--- config.mk ---
export PLATFORM = sky130hd
export DESIGN_NAME = pin_strap_config
export DESIGN_NICKNAME = d
export VERILOG_FILES = /design/src/core/strap_pkg.sv /design/src/core/pin_strap_config.sv /design/src/core/shared_pin_cell.sv
export SDC_FILE = /design/constraint.sdc
export NUM_CORES = 1
export LEC_CHECK = 0
export BUFFER_PORTS_ARGS = -buffer_cell sky130_fd_sc_hd__buf_2
export CORE_MARGIN = 3
export CORE_UTILIZATION = 39
export DETAILED_ROUTE_END_ITERATION = 16
export PLACE_DENSITY = 0.83
export RECOVER_POWER = 25
export SLEW_MARGIN = 20
export SYNTH_ARGS = -nofsm -noshare
export SYNTH_HDL_FRONTEND = slang
export SYNTH_HIERARCHICAL = 1
export SYNTH_SLANG_ARGS = --single-unit
--- constraint.sdc ---
create_clock -name clk -period 1.7 [get_ports clk]
set_clock_uncertainty 0.05 [all_clocks]
set_input_delay 0.085 -clock clk [delete_from_list [all_inputs] [get_ports clk]]
set_output_delay 0.085 -clock clk [all_outputs]
set_load 0.02 [all_outputs]
--- src/core/strap_pkg.sv ---
// package: constants for the pin strap and function select block
// assumes a single 10 MHz clock and synchronous active-low reset
package strap_pkg;
  localparam int unsigned clk_period_ns = 100;
  localparam int unsigned reset_min_ns = 40;
  localparam int unsigned reset_min_cycles =
    (reset_min_ns + clk_period_ns - 1) / clk_period_ns;
  localparam int unsigned modem_sel_bit = 1;
  localparam int unsigned gpio_count = 4;
  localparam logic [7:0] io_function_reset = 8'h00;
  localparam logic [7:0] io_direction_reset = 8'h00;
  localparam logic [4:0] i2c_base_addr_hi = 5'h0_01A;
  typedef enum logic [1:0] {
    rts_auto_flow,
    rts_half_duplex,
    rts_general
  } rts_use_e;
endpackage

--- src/core/pin_strap_config.sv ---
// pin strap capture, line coding, rts/cts use, shared pins, host select
// assumes synchronous inputs on clk; uart core supplies data and flags
`timescale 1ns/1ps
module pin_strap_config (
  // clock and reset
  input wire logic clk,
  input wire logic nrst,
  input wire logic power_up,
  // straps
  input wire logic infrared_mode_strap_n,
  input wire logic half_duplex_dir_strap_n,
  input wire logic host_i2c_sel,
  // host select pins
  input wire logic addr_sel0_or_chip_select_n,
  input wire logic addr_sel1_or_serial_in,
  // uart core side
  input wire logic [1:0] core_tx_data,
  input wire logic [1:0] core_tx_active,
  input wire logic core_irq,
  input wire logic auto_rts_en,
  input wire logic auto_cts_en,
  input wire logic rx_room,
  input wire logic sw_rts,
  input wire logic [7:0] io_function_control,
  input wire logic [7:0] io_direction_control,
  input wire logic [7:0] gpio_out_val,
  input wire logic [3:0] modem_out_val,
  // serial pins
  input wire logic [1:0] rx_pin,
  output logic [1:0] tx_pin,
  output logic chan_a_request_to_send_n,
  input wire logic chan_a_clear_to_send_n,
  // interrupt pin, open drain
  output logic irq_out,
  output logic irq_oe,
  // shared pins: term ready a, term ready b, set ready a, carrier a
  input wire logic [3:0] shared_pin_in,
  output logic [3:0] shared_pin_out,
  output logic [3:0] shared_pin_oe,
  // status to core
  output logic ir_mode,
  output logic half_duplex_mode,
  output logic i2c_mode,
  output logic [6:0] i2c_slave_addr,
  output logic spi_select,
  output logic tx_allowed,
  output logic cts_level,
  output logic [1:0] rx_to_core,
  output logic [3:0] shared_level
);
  ////////////////////////////////////////////////////////////////////
  // strap capture
  logic ir_r, ir_nxt, hd_r, hd_nxt, i2c_r, i2c_nxt;

  always_comb begin
    ir_nxt = ir_r;
    hd_nxt = hd_r;
    i2c_nxt = i2c_r;
    if (power_up) begin
      ir_nxt = !infrared_mode_strap_n;
      hd_nxt = !half_duplex_dir_strap_n;
      i2c_nxt = host_i2c_sel;
    end // otherwise held
  end

  // straps survive pin reset; only power_up reloads them
  always_ff @(posedge clk) begin
    ir_r <= ir_nxt;
    hd_r <= hd_nxt;
    i2c_r <= i2c_nxt;
  end

  ////////////////////////////////////////////////////////////////////
  // line and control outputs
  logic [1:0] tx_r, tx_nxt, rx_r, rx_nxt;
  logic rts_r, rts_nxt, irq_oe_r, irq_oe_nxt, gate_r, gate_nxt;
  logic cts_r, cts_nxt, cs_r, cs_nxt;
  logic [6:0] addr_r, addr_nxt;
  strap_pkg::rts_use_e rts_use;

  always_comb begin
    if (hd_r)
      rts_use = strap_pkg::rts_half_duplex;
    else if (auto_rts_en)
      rts_use = strap_pkg::rts_auto_flow;
    else
      rts_use = strap_pkg::rts_general;
    for (int i = 0; i < 2; i++) begin
      if (!core_tx_active[i])
        tx_nxt[i] = !ir_r;
      else
        tx_nxt[i] = core_tx_data[i];
      rx_nxt[i] = !ir_r && rx_pin[i];
    end
    unique case (rts_use)
      strap_pkg::rts_auto_flow: rts_nxt = !rx_room;
      strap_pkg::rts_half_duplex: rts_nxt = !(|core_tx_active);
      strap_pkg::rts_general: rts_nxt = !sw_rts;
    endcase
    irq_oe_nxt = core_irq;
    cts_nxt = chan_a_clear_to_send_n;
    gate_nxt = !auto_cts_en || !chan_a_clear_to_send_n;
    cs_nxt = !i2c_r && !addr_sel0_or_chip_select_n;
    addr_nxt = {strap_pkg::i2c_base_addr_hi,
      addr_sel1_or_serial_in, addr_sel0_or_chip_select_n};
  end

  always_ff @(posedge clk) begin
    if (!nrst) begin
      tx_r <= {2{!ir_nxt}};
      rx_r <= {2{!ir_nxt}};
      rts_r <= 1'b1;
      irq_oe_r <= 1'b0;
      gate_r <= 1'b0;
      cts_r <= 1'b1;
      cs_r <= 1'b0;
      addr_r <= 7'h00;
    end else begin
      tx_r <= tx_nxt;
      rx_r <= rx_nxt;
      rts_r <= rts_nxt;
      irq_oe_r <= irq_oe_nxt;
      gate_r <= gate_nxt;
      cts_r <= cts_nxt;
      cs_r <= cs_nxt;
      addr_r <= i2c_r ? addr_nxt : addr_r;
    end
  end

  // idle level follows the line coding, also in reset
  assign tx_pin = tx_r;
  assign rx_to_core = rx_r;
  assign chan_a_request_to_send_n = rts_r;
  assign irq_out = 1'b0;
  assign irq_oe = irq_oe_r;
  assign ir_mode = ir_r;
  assign half_duplex_mode = hd_r;
  assign i2c_mode = i2c_r;
  assign i2c_slave_addr = addr_r;
  assign spi_select = cs_r;
  assign tx_allowed = gate_r;
  assign cts_level = cts_r;

  ////////////////////////////////////////////////////////////////////
  // shared modem / gpio pins; term ready outputs, others inputs
  localparam logic [3:0] modem_outputs = 4'h0_003;
  for (genvar g = 0; g < strap_pkg::gpio_count; g++) begin : g_pin
    shared_pin_cell u_cell (
      .clk(clk),
      .nrst(nrst),
      .modem_sel(io_function_control[strap_pkg::modem_sel_bit]),
      .gpio_dir_out(io_direction_control[g]),
      .gpio_out_val(gpio_out_val[g]),
      .modem_is_output(modem_outputs[g]),
      .modem_out_val(modem_out_val[g]),
      .pin_in(shared_pin_in[g]),
      .pin_out(shared_pin_out[g]),
      .pin_oe(shared_pin_oe[g]),
      .pin_level(shared_level[g])
    );
  end
endmodule // pin_strap_config

--- src/core/shared_pin_cell.sv ---
// shared pin cell: gpio or modem signal on one two-way pin
// assumes pin inputs synchronous to clk
`timescale 1ns/1ps
module shared_pin_cell (
  // clock and reset
  input wire logic clk,
  input wire logic nrst,
  // selection
  input wire logic modem_sel,
  input wire logic gpio_dir_out,
  input wire logic gpio_out_val,
  input wire logic modem_is_output,
  input wire logic modem_out_val,
  // pin
  input wire logic pin_in,
  output logic pin_out,
  output logic pin_oe,
  // sampled level
  output logic pin_level
);
  logic out_r, out_nxt, oe_r, oe_nxt, lvl_r, lvl_nxt;

  always_comb begin
    if (modem_sel) begin
      oe_nxt = modem_is_output;
      out_nxt = modem_out_val;
    end else begin
      oe_nxt = gpio_dir_out;
      out_nxt = gpio_out_val;
    end
    lvl_nxt = pin_in;
  end

  always_ff @(posedge clk) begin
    if (!nrst) begin
      out_r <= 1'b1;
      oe_r <= 1'b0;
      lvl_r <= 1'b1;
    end else begin
      out_r <= out_nxt;
      oe_r <= oe_nxt;
      lvl_r <= lvl_nxt;
    end
  end

  assign pin_out = out_r;
  assign pin_oe = oe_r;
  assign pin_level = lvl_r;
endmodule // shared_pin_cell

Yosys cells after proc, flatten, opt, wreduce, memory -nomap -nowiden --
Index checks and enable logic that the tools add are counted.
Storage, ports and cells: flip-flop bits (word level) 27, input bits 52, output and inout bits 32
Operators by class: eq/ne operators 2, muxes and demuxes 14, bitwise gates (word level) 1, reduce and logical (&&, ||, !) cells 18
Operators with widths (count):
- logical NOT 1 bit | 11
- two-way mux 1 bit | 9
- two-way mux 2 bit | 4
- OR reduction 2 bit | 2
- logical AND 1 bit | 3
- case mux 1 bit (3 select lines) | 1
- equality test 2 x 1 -> 1 bit (second input constant) | 1
- equality test 2 bit (second input constant) | 1
- logical NOT 2 bit | 1
- logical OR 1 bit | 1
- inverter 1 bit | 1

Longest topological paths before layout --
Gate-level depths: netlist of the first run.
word-level depth 4, mapped depth 3, mapped depth without buffers 3

Hierarchy --
Netlist of the first run, hierarchy kept.
By module, submodules not included:
- pin_strap_config | times used 1, cells each 52, area each 551.8 sq um, sequential area each 320.3 sq um
- shared_pin_cell | times used 4, cells each 8, area each 96.3 sq um, sequential area each 60.1 sq um

Least setup slack after synthesis of the first run --
OpenSTA, ideal clock, no wires.
path kind register to register, start point reg ir_r (netlist: ir_mode), end point reg tx_r[0] (netlist: tx_pin[0]), arrival time 0.785 ns, path slack 0.744 ns, stages on the path, launching flop included 4, path buffers 0, period minus slack after synthesis 0.956 ns, cell sequence dfxtp_1 nand2b_1 a21oi_1 a21oi_1
Between the ends: cells in the longest elaborated chain, start to end 3
Ends and longest elaborated chain:
- start: declaration | line pin_strap_config.sv:53 | logic ir_r, ir_nxt, hd_r, hd_nxt, i2c_r, i2c_nxt;
- start signal: assignment | line pin_strap_config.sv:68 | ir_r <= ir_nxt;
- two-way mux 1 bit or logical NOT 1 bit (tied branches) | line pin_strap_config.sv:59, pin_strap_config.sv:90
- logical NOT 1 bit or two-way mux 1 bit (tied branches) | line pin_strap_config.sv:110, pin_strap_config.sv:89
- two-way mux 2 bit (*) | line pin_strap_config.sv:109 | if (!nrst) begin
- end signal: assignment | line pin_strap_config.sv:110 | tx_r <= {2{!ir_nxt}};
- end signal: assignment | line pin_strap_config.sv:119 | tx_r <= tx_nxt;
- end: declaration | line pin_strap_config.sv:75 | logic [1:0] tx_r, tx_nxt, rx_r, rx_nxt;
Every way passes the cells marked *; elsewhere a longest branch is shown, timed or not. A chain may end at the register's enable or synchronous reset.

Final worst setup path of the first run --
start point reg hd_r (netlist: half_duplex_mode), end point reg rts_r (netlist: chan_a_request_to_send_n)
Between the ends: cells in the longest elaborated chain, start to end 3
Ends and longest elaborated chain:
- start: declaration | line pin_strap_config.sv:53
- start signal: assignment | line pin_strap_config.sv:69 | hd_r <= hd_nxt;
- two-way mux 2 bit (*) | line pin_strap_config.sv:82 | if (hd_r)
- equality test 2 bit, or another cell as far along | line pin_strap_config.sv:95 | unique case (rts_use)
- case mux 1 bit (3 select lines) (*) | line pin_strap_config.sv:95
- end signal: assignment | line pin_strap_config.sv:121 | rts_r <= rts_nxt;
- end: declaration | line pin_strap_config.sv:76 | logic rts_r, rts_nxt, irq_oe_r, irq_oe_nxt, gate_r, gate_nxt;
Marks and branches as above.

==> flow_summary.json, run 1 <==
{
  "outcome": "complete, no violations",
  "drtAntennaViolNets": 0,
  "gp_congestion": 0.755,
  "crit_chain": "inv_1 > o311ai_1 > dlygate4sd3_1",
  "fin_setup_tns_ps": 0,
  "setup_viol": 0,
  "synth_top_cell_by_area": "dfxtp_1",
  "die-area_um2": 3030,
  "synthSimpleGateAreaFrac_pct": 15.0,
  "wire_per_inst_um": 13.1,
  "period_share_pct": 80.1,
  "nets": 234,
  "clk_pin_slew_ps": 130,
  "synth_area_leaders": "dfxtp_1 (53%), mux2i_1 (12%), edfxtp_1 (6.4%)",
  "synth_edf_count": 2,
  "hold_buffers": 29,
  "synth_ff_type": "dfxtp_1",
  "grt_pass1_wl_um": 3860,
  "hold_class": "in -> reg",
  "crit_path_start_kind": "flop",
  "clock_sinks": 27,
  "period_needed_ps": 1360,
  "antennaDiodeCount": 0,
  "crit_family": "buffers and inverters",
  "synth_commonest_cells": "dfxtp_1 (25), mux2i_1 (11), nand2_1 (8)",
  "synth-async-reset-ratio_pct": 0,
  "powerDensity_nw_per_um2": 803,
  "route.detailed.drc": 0,
  "numCtsBuffers": 3,
  "dp.final_hpwl_um": 1710,
  "grt_pass1_vias": 911,
  "stdcell_count": 209,
  "p_int_w": 0.000922,
  "drv_slew": 0,
  "dr.first_iter.drc_count": 13,
  "yosysMostFrequentCell": "dfxtp_1",
  "rsz0062_at_grt": "no",
  "power_frac_comb_pct": 23.3,
  "fill_cells": 165,
  "drt_first_pass_iters": 4,
  "port_buffers": 65,
  "drive_above_1_share_pct": 37.0,
  "multi_input_area_um2": 339,
  "synth_xor_area_share_pct": 0,
  "cts_tree": "yes",
  "grt.overflow.total": 0,
  "cpMaxStageDelayCell": "dlygate4sd3_1",
  "die_h_um": 55.0,
  "drt_wl_total_um": 2740,
  "route.vias.total": 922,
  "clock_tree.htree_level_count": 1,
  "synth_area_um2": 937,
  "antenna_found_initial": 0,
  "synth_top_family_by_area": "simple AND/OR/NAND/NOR gates",
  "routed_via_density": 4.41,
  "cpPeakStageDelay_ps": 600,
  "power.leakage_nw": 0.791,
  "irDropWorstVdd_v": 0.000439,
  "cts.repair.resized": 0,
  "seq_power_share_pct": 55.6,
  "synth.top_cell.area_share_pct": 53.4,
  "synth_compound_gate_area_share_pct": 6.68,
  "drv_cap": 0,
  "seq_area_um2": 561,
  "syn_inst": 84,
  "synthAdderAreaFrac_pct": 0,
  "post_cts_buffers": 0,
  "max_freq_mhz": 735,
  "synth_area_per_cell_um2": 11.2,
  "io_pins": 84,
  "hold_viol": 0,
  "synth-seq-cells": 27,
  "grtUsageTotal_pct": 18.6,
  "num_rows": 17,
  "coreArea_um2": 2250,
  "seq_area_frac_synth_pct": 59.8,
  "synth_cell_types": 19,
  "clk_path_buf_depth": 2,
  "grt_max_degree": 27,
  "root_buffer": "clkbuf_4",
  "worst_ep_required_time_ps": 1910,
  "area_growth_pct": 68.8,
  "clkLatencyLatePin_ps": 310,
  "die_width_um": 55.0,
  "p_switching_w": 0.000347,
  "muxShareOfSynthArea_pct": 11.7,
  "crit_path_end_kind": "flop",
  "p_sw_share_pct": 27.4,
  "critPathKind": "reg -> reg",
  "p_clk_share_pct": 21.1,
  "worstPathMaxFanout": 2,
  "crit_arrival_ps": 1570,
  "yosys_warnings": 6,
  "initial_core_util_pct": 41.6,
  "dp.cells": 176,
  "timing.critical_path.buf_inv": 2
}
==> cells in the final DEF, fill, tap and decap left out, types with 2 or more instances in the layout <==
cell | synthesis | final
nor2b_1 | 6 | 6
a21oi_1 | 5 | 5
nor2_1 | 2 | 2
clkbuf_4 | 0 | 3
conb_1 | 2 | 7
edfxtp_1 | 2 | 2
buf_2 | 0 | 63
dlygate4sd3_1 | 0 | 29
o21ai_1 | 2 | 2
nand2_1 | 8 | 8
nand2b_1 | 7 | 7
dfxtp_1 | 25 | 25
mux2i_1 | 11 | 11
inv_1 | 2 | 2
clkbuf_1 | 0 | 3
==> worst min-delay path: stages <==
cell     delay, ps
buf_2           70
a21oi_1         50
a21oi_1        150
==> power by group through the flow <==
stage	clock (W)	sequential, W	combinational, W
2_1_floorplan	0	0.000778	0.0000785
3_3_place_gp	0	0.000716	0.000229
3_5_place_dp	0	0.000719	0.000236
4_1_cts	0.000271	0.000704	0.000293
5_1_grt	0.000307	0.000712	0.000320
6_report	0.000268	0.000706	0.000295
==> cell type report <==
type | count | area share [%]
flip-flops and latches | 27 | 35.4
multi-input cells | 54 | 21.4
repair buffers | 94 | 38.8
clock buffers | 4 | 1.66
inverters | 2 | 0.475
well taps | 28 | 2.22
==> state kept, by name, indices dropped and copies added, names as in the netlist, 2 cells and up <==
| signal | count |
|---|---|
| g_pin.u_cell/pin_out | 4 |
| rx_to_core | 2 |
| tx_pin | 2 |
| g_pin.u_cell/pin_level | 4 |
| i2c_slave_addr | 3 |
| g_pin.u_cell/pin_oe | 4 |
==> metal layers <==
metal	wire length, um	global-route usage [%]	vias to the layer above	share of wire (%)
met4	88	11.7	0	3.2
met3	196	3.75	8	7.2
met5	0	0	-	0
met1	908	16.0	412	33
li1	-	-	457	-
met2	1540	37.8	45	56
==> through the flow <==
stage	hold WS, ps	power (W)	worst slack [ps]	util [%]	cell area [um2]
detailed placement	218	0.000955	773	56.2	1270
CTS	37.7	0.00127	366	70.3	1580
global placement	213	0.000946	818	56.2	1270
floorplan	96.9	0.000857	744	-	956
finish	36.9	0.00127	339	70.1	1580
global route	23.6	0.00134	225	70.1	1580
==> cells by family (layout without fill, tap and decap cells) <==
family / after synthesis / count (layout)
muxes: 11 / 11
buffers and inverters: 8 / 100
and+or+nand+nor: 26 / 26
DFF: 27 / 27
AOI/OAI and AO/OA: 10 / 10
other: 2 / 7
==> worst paths after layout <==
| path | end | slack (ps) | startpoint | depth (start not counted) |
|---|---|---|---|---|
| max reg2reg | chan_a_request_to_send_n | 340 | half_duplex_mode | 3 |
| max | chan_a_request_to_send_n | 340 | half_duplex_mode | 3 |
| min reg2reg | i2c_slave_addr[3] | 460 | i2c_slave_addr[3] | 1 |
| min | tx_pin[0] | 40 | core_tx_data[0] | 3 |
Power figures use the tool's default switching activity.
==> run 2, diff against run 1 <==
- CORE_UTILIZATION: 39 -> 36
- PLACE_DENSITY: 0.83 -> 0.78
- clock period: 1.7 -> 1.4 ns (I/O delays scaled with it)
==> run 2 against run 1 <==
  * Worst hold slack got worse by 13 ps
  * First-iteration DRC count fell by 7.7%
  * Register-to-register slack better by 110 ps
  * Final area up 0.71%
  * Critical endpoint is now g_pin[3].u_cell/pin_out
  * Via count is 1.6% lower
  * Setup slack worse by 260 ps
  * Highest routed layer unchanged
==> flow_summary.json, run 2 (synthesis results as in run 1) <==
{
  "crit_chain": "dlygate4sd3_1 > buf_2 > mux2i_1 > dlygate4sd3_1 > nand2_1",
  "layout.cells.most_common_list": "buf_2 (63), dlygate4sd3_1 (30), dfxtp_1 (25), mux2i_1 (11), nand2_1 (8)",
  "cts_tree": "yes",
  "nets": 235,
  "placed_area_um2": 1270,
  "p_switching_w": 0.000414,
  "rsz0062_at_grt": "no",
  "crit_path_start_kind": "input port",
  "grt_max_degree": 27,
  "drt_first_pass_iters": 4,
  "worst_ep_required_time_ps": 1560,
  "die-area_um2": 3250,
  "cpPeakStageDelay_ps": 570,
  "power.leakage_nw": 0.798,
  "wire_per_inst_um": 12.0,
  "grtUsageTotal_pct": 15.0,
  "grt_pass1_vias": 890,
  "worstPathMaxFanout": 1,
  "clock_tree.htree_level_count": 1,
  "hold_viol": 0,
  "port_buffers": 65,
  "drive_above_1_share_pct": 37.4,
  "antennaDiodeCount": 0,
  "initial_core_util_pct": 40.1,
  "routed_via_density": 4.32,
  "layout_commonest_cell": "buf_2",
  "drv_slew": 0,
  "crit_top_cell": "dlygate4sd3_1",
  "p_clk_share_pct": 20.8,
  "p_int_w": 0.00112,
  "drtAntennaViolNets": 0,
  "crit_arrival_ps": 1480,
  "irDropWorstVdd_v": 0.000531,
  "seq_power_share_pct": 56.0,
  "whs_ps": 24.3,
  "period_share_pct": 94.4,
  "grt_busiest_layer": "met2",
  "use_met1_pct": 15.1,
  "numCtsBuffers": 3,
  "num_rows": 17,
  "area_growth_pct": 70.0,
  "grt_pass1_wl_um": 3860,
  "clk_pin_slew_ps": 140,
  "cpMaxStageDelayCell": "dlygate4sd3_1",
  "powerDensity_nw_per_um2": 960,
  "grt_use_met3_pct": 3.39,
  "max_freq_mhz": 756,
  "grt.overflow.total": 0,
  "root_buffer": "clkbuf_4",
  "post_cts_buffers": 0,
  "fin_setup_tns_ps": 0,
  "drv_cap": 0,
  "route.vias.total": 907,
  "outcome": "complete, no violations",
  "die_h_um": 57.0,
  "route.detailed.drc": 0,
  "io_pins": 84,
  "coreArea_um2": 2340,
  "hold_class": "in -> reg",
  "clkLatencyLatePin_ps": 300,
  "gp_congestion": 0.649,
  "setup_viol": 0,
  "antenna_found_initial": 0,
  "period_needed_ps": 1320,
  "crit_path_end_kind": "flop",
  "postLayoutCellArea_um2": 1590,
  "cts.repair.resized": 0,
  "clk_path_buf_depth": 2,
  "dr.first_iter.drc_count": 12,
  "power_frac_comb_pct": 23.2,
  "use_met2_pct": 30.3,
  "critPathKind": "in -> reg",
  "clock_sinks": 27,
  "p_sw_share_pct": 27.1,
  "dp.final_hpwl_um": 1620,
  "drt_wl_total_um": 2510,
  "die_width_um": 57.0
}
## run 2: final timing paths
path | start | endpoint | slack [ps] | cells past startpoint
hold / removal | core_tx_data[1] | tx_pin[1] | 20 | 3
setup reg to reg | ir_mode | tx_pin[1] | 450 | 3
hold reg to reg | i2c_slave_addr[3] | i2c_slave_addr[3] | 460 | 1
setup / recovery | gpio_out_val[3] | g_pin[3].u_cell/pin_out | 80 | 5
## run 2: final cells by class
cell class,instances,area [um2]
fill,191,747
timing repair buffer,95,623
sequential,27,561
multi-input combinational,54,339
tap,28,35.0
clock buffer,3,22.5
inverter,2,7.51
clock inverter,1,5.00
## run 2: repair_timing
item,in CTS,in global routing
hold buffers,29,2
endpoints found under the hold margin,25,2
setup endpoints to repair,0,1
## run 2: per-stage QoR
stage / cells / power, W / setup slack [ps] / util, %
after global placement: 176 / 0.00115 / 519 / 54.2
after CTS: 209 / 0.00154 / 53.4 / 67.8
after global routing: 210 / 0.00161 / 38.6 / 68.1
final: 210 / 0.00153 / 78.0 / 68.1
after detailed placement: 176 / 0.00116 / 502 / 54.2
after floorplan: 89 / 0.00104 / 444 / -
## run 2: routing by layer
layer  vias up  share of wire (%)
met4         0               0.76
met3         2                8.0
met2        39                 56
met5         -                  0
met1       408                 35
li1        458                  -
## run 2: critical path: cells and delay by family
family,cells,cell delay (ps)
AND/OR/NAND/NOR,1,50
multiplexers,1,140
buffers and inverters,3,1220
## run 2: power groups by stage
| stage | Combinational [W] | Sequential [W] | Clock, W |
|---|---|---|---|
| 6_report | 0.000355 | 0.000856 | 0.000319 |
| 2_1_floorplan | 0.0000953 | 0.000945 | 0 |
| 4_1_cts | 0.000353 | 0.000856 | 0.000330 |
| 5_1_grt | 0.000381 | 0.000864 | 0.000367 |
| 3_3_place_gp | 0.000279 | 0.000869 | 0 |
| 3_5_place_dp | 0.000284 | 0.000873 | 0 |
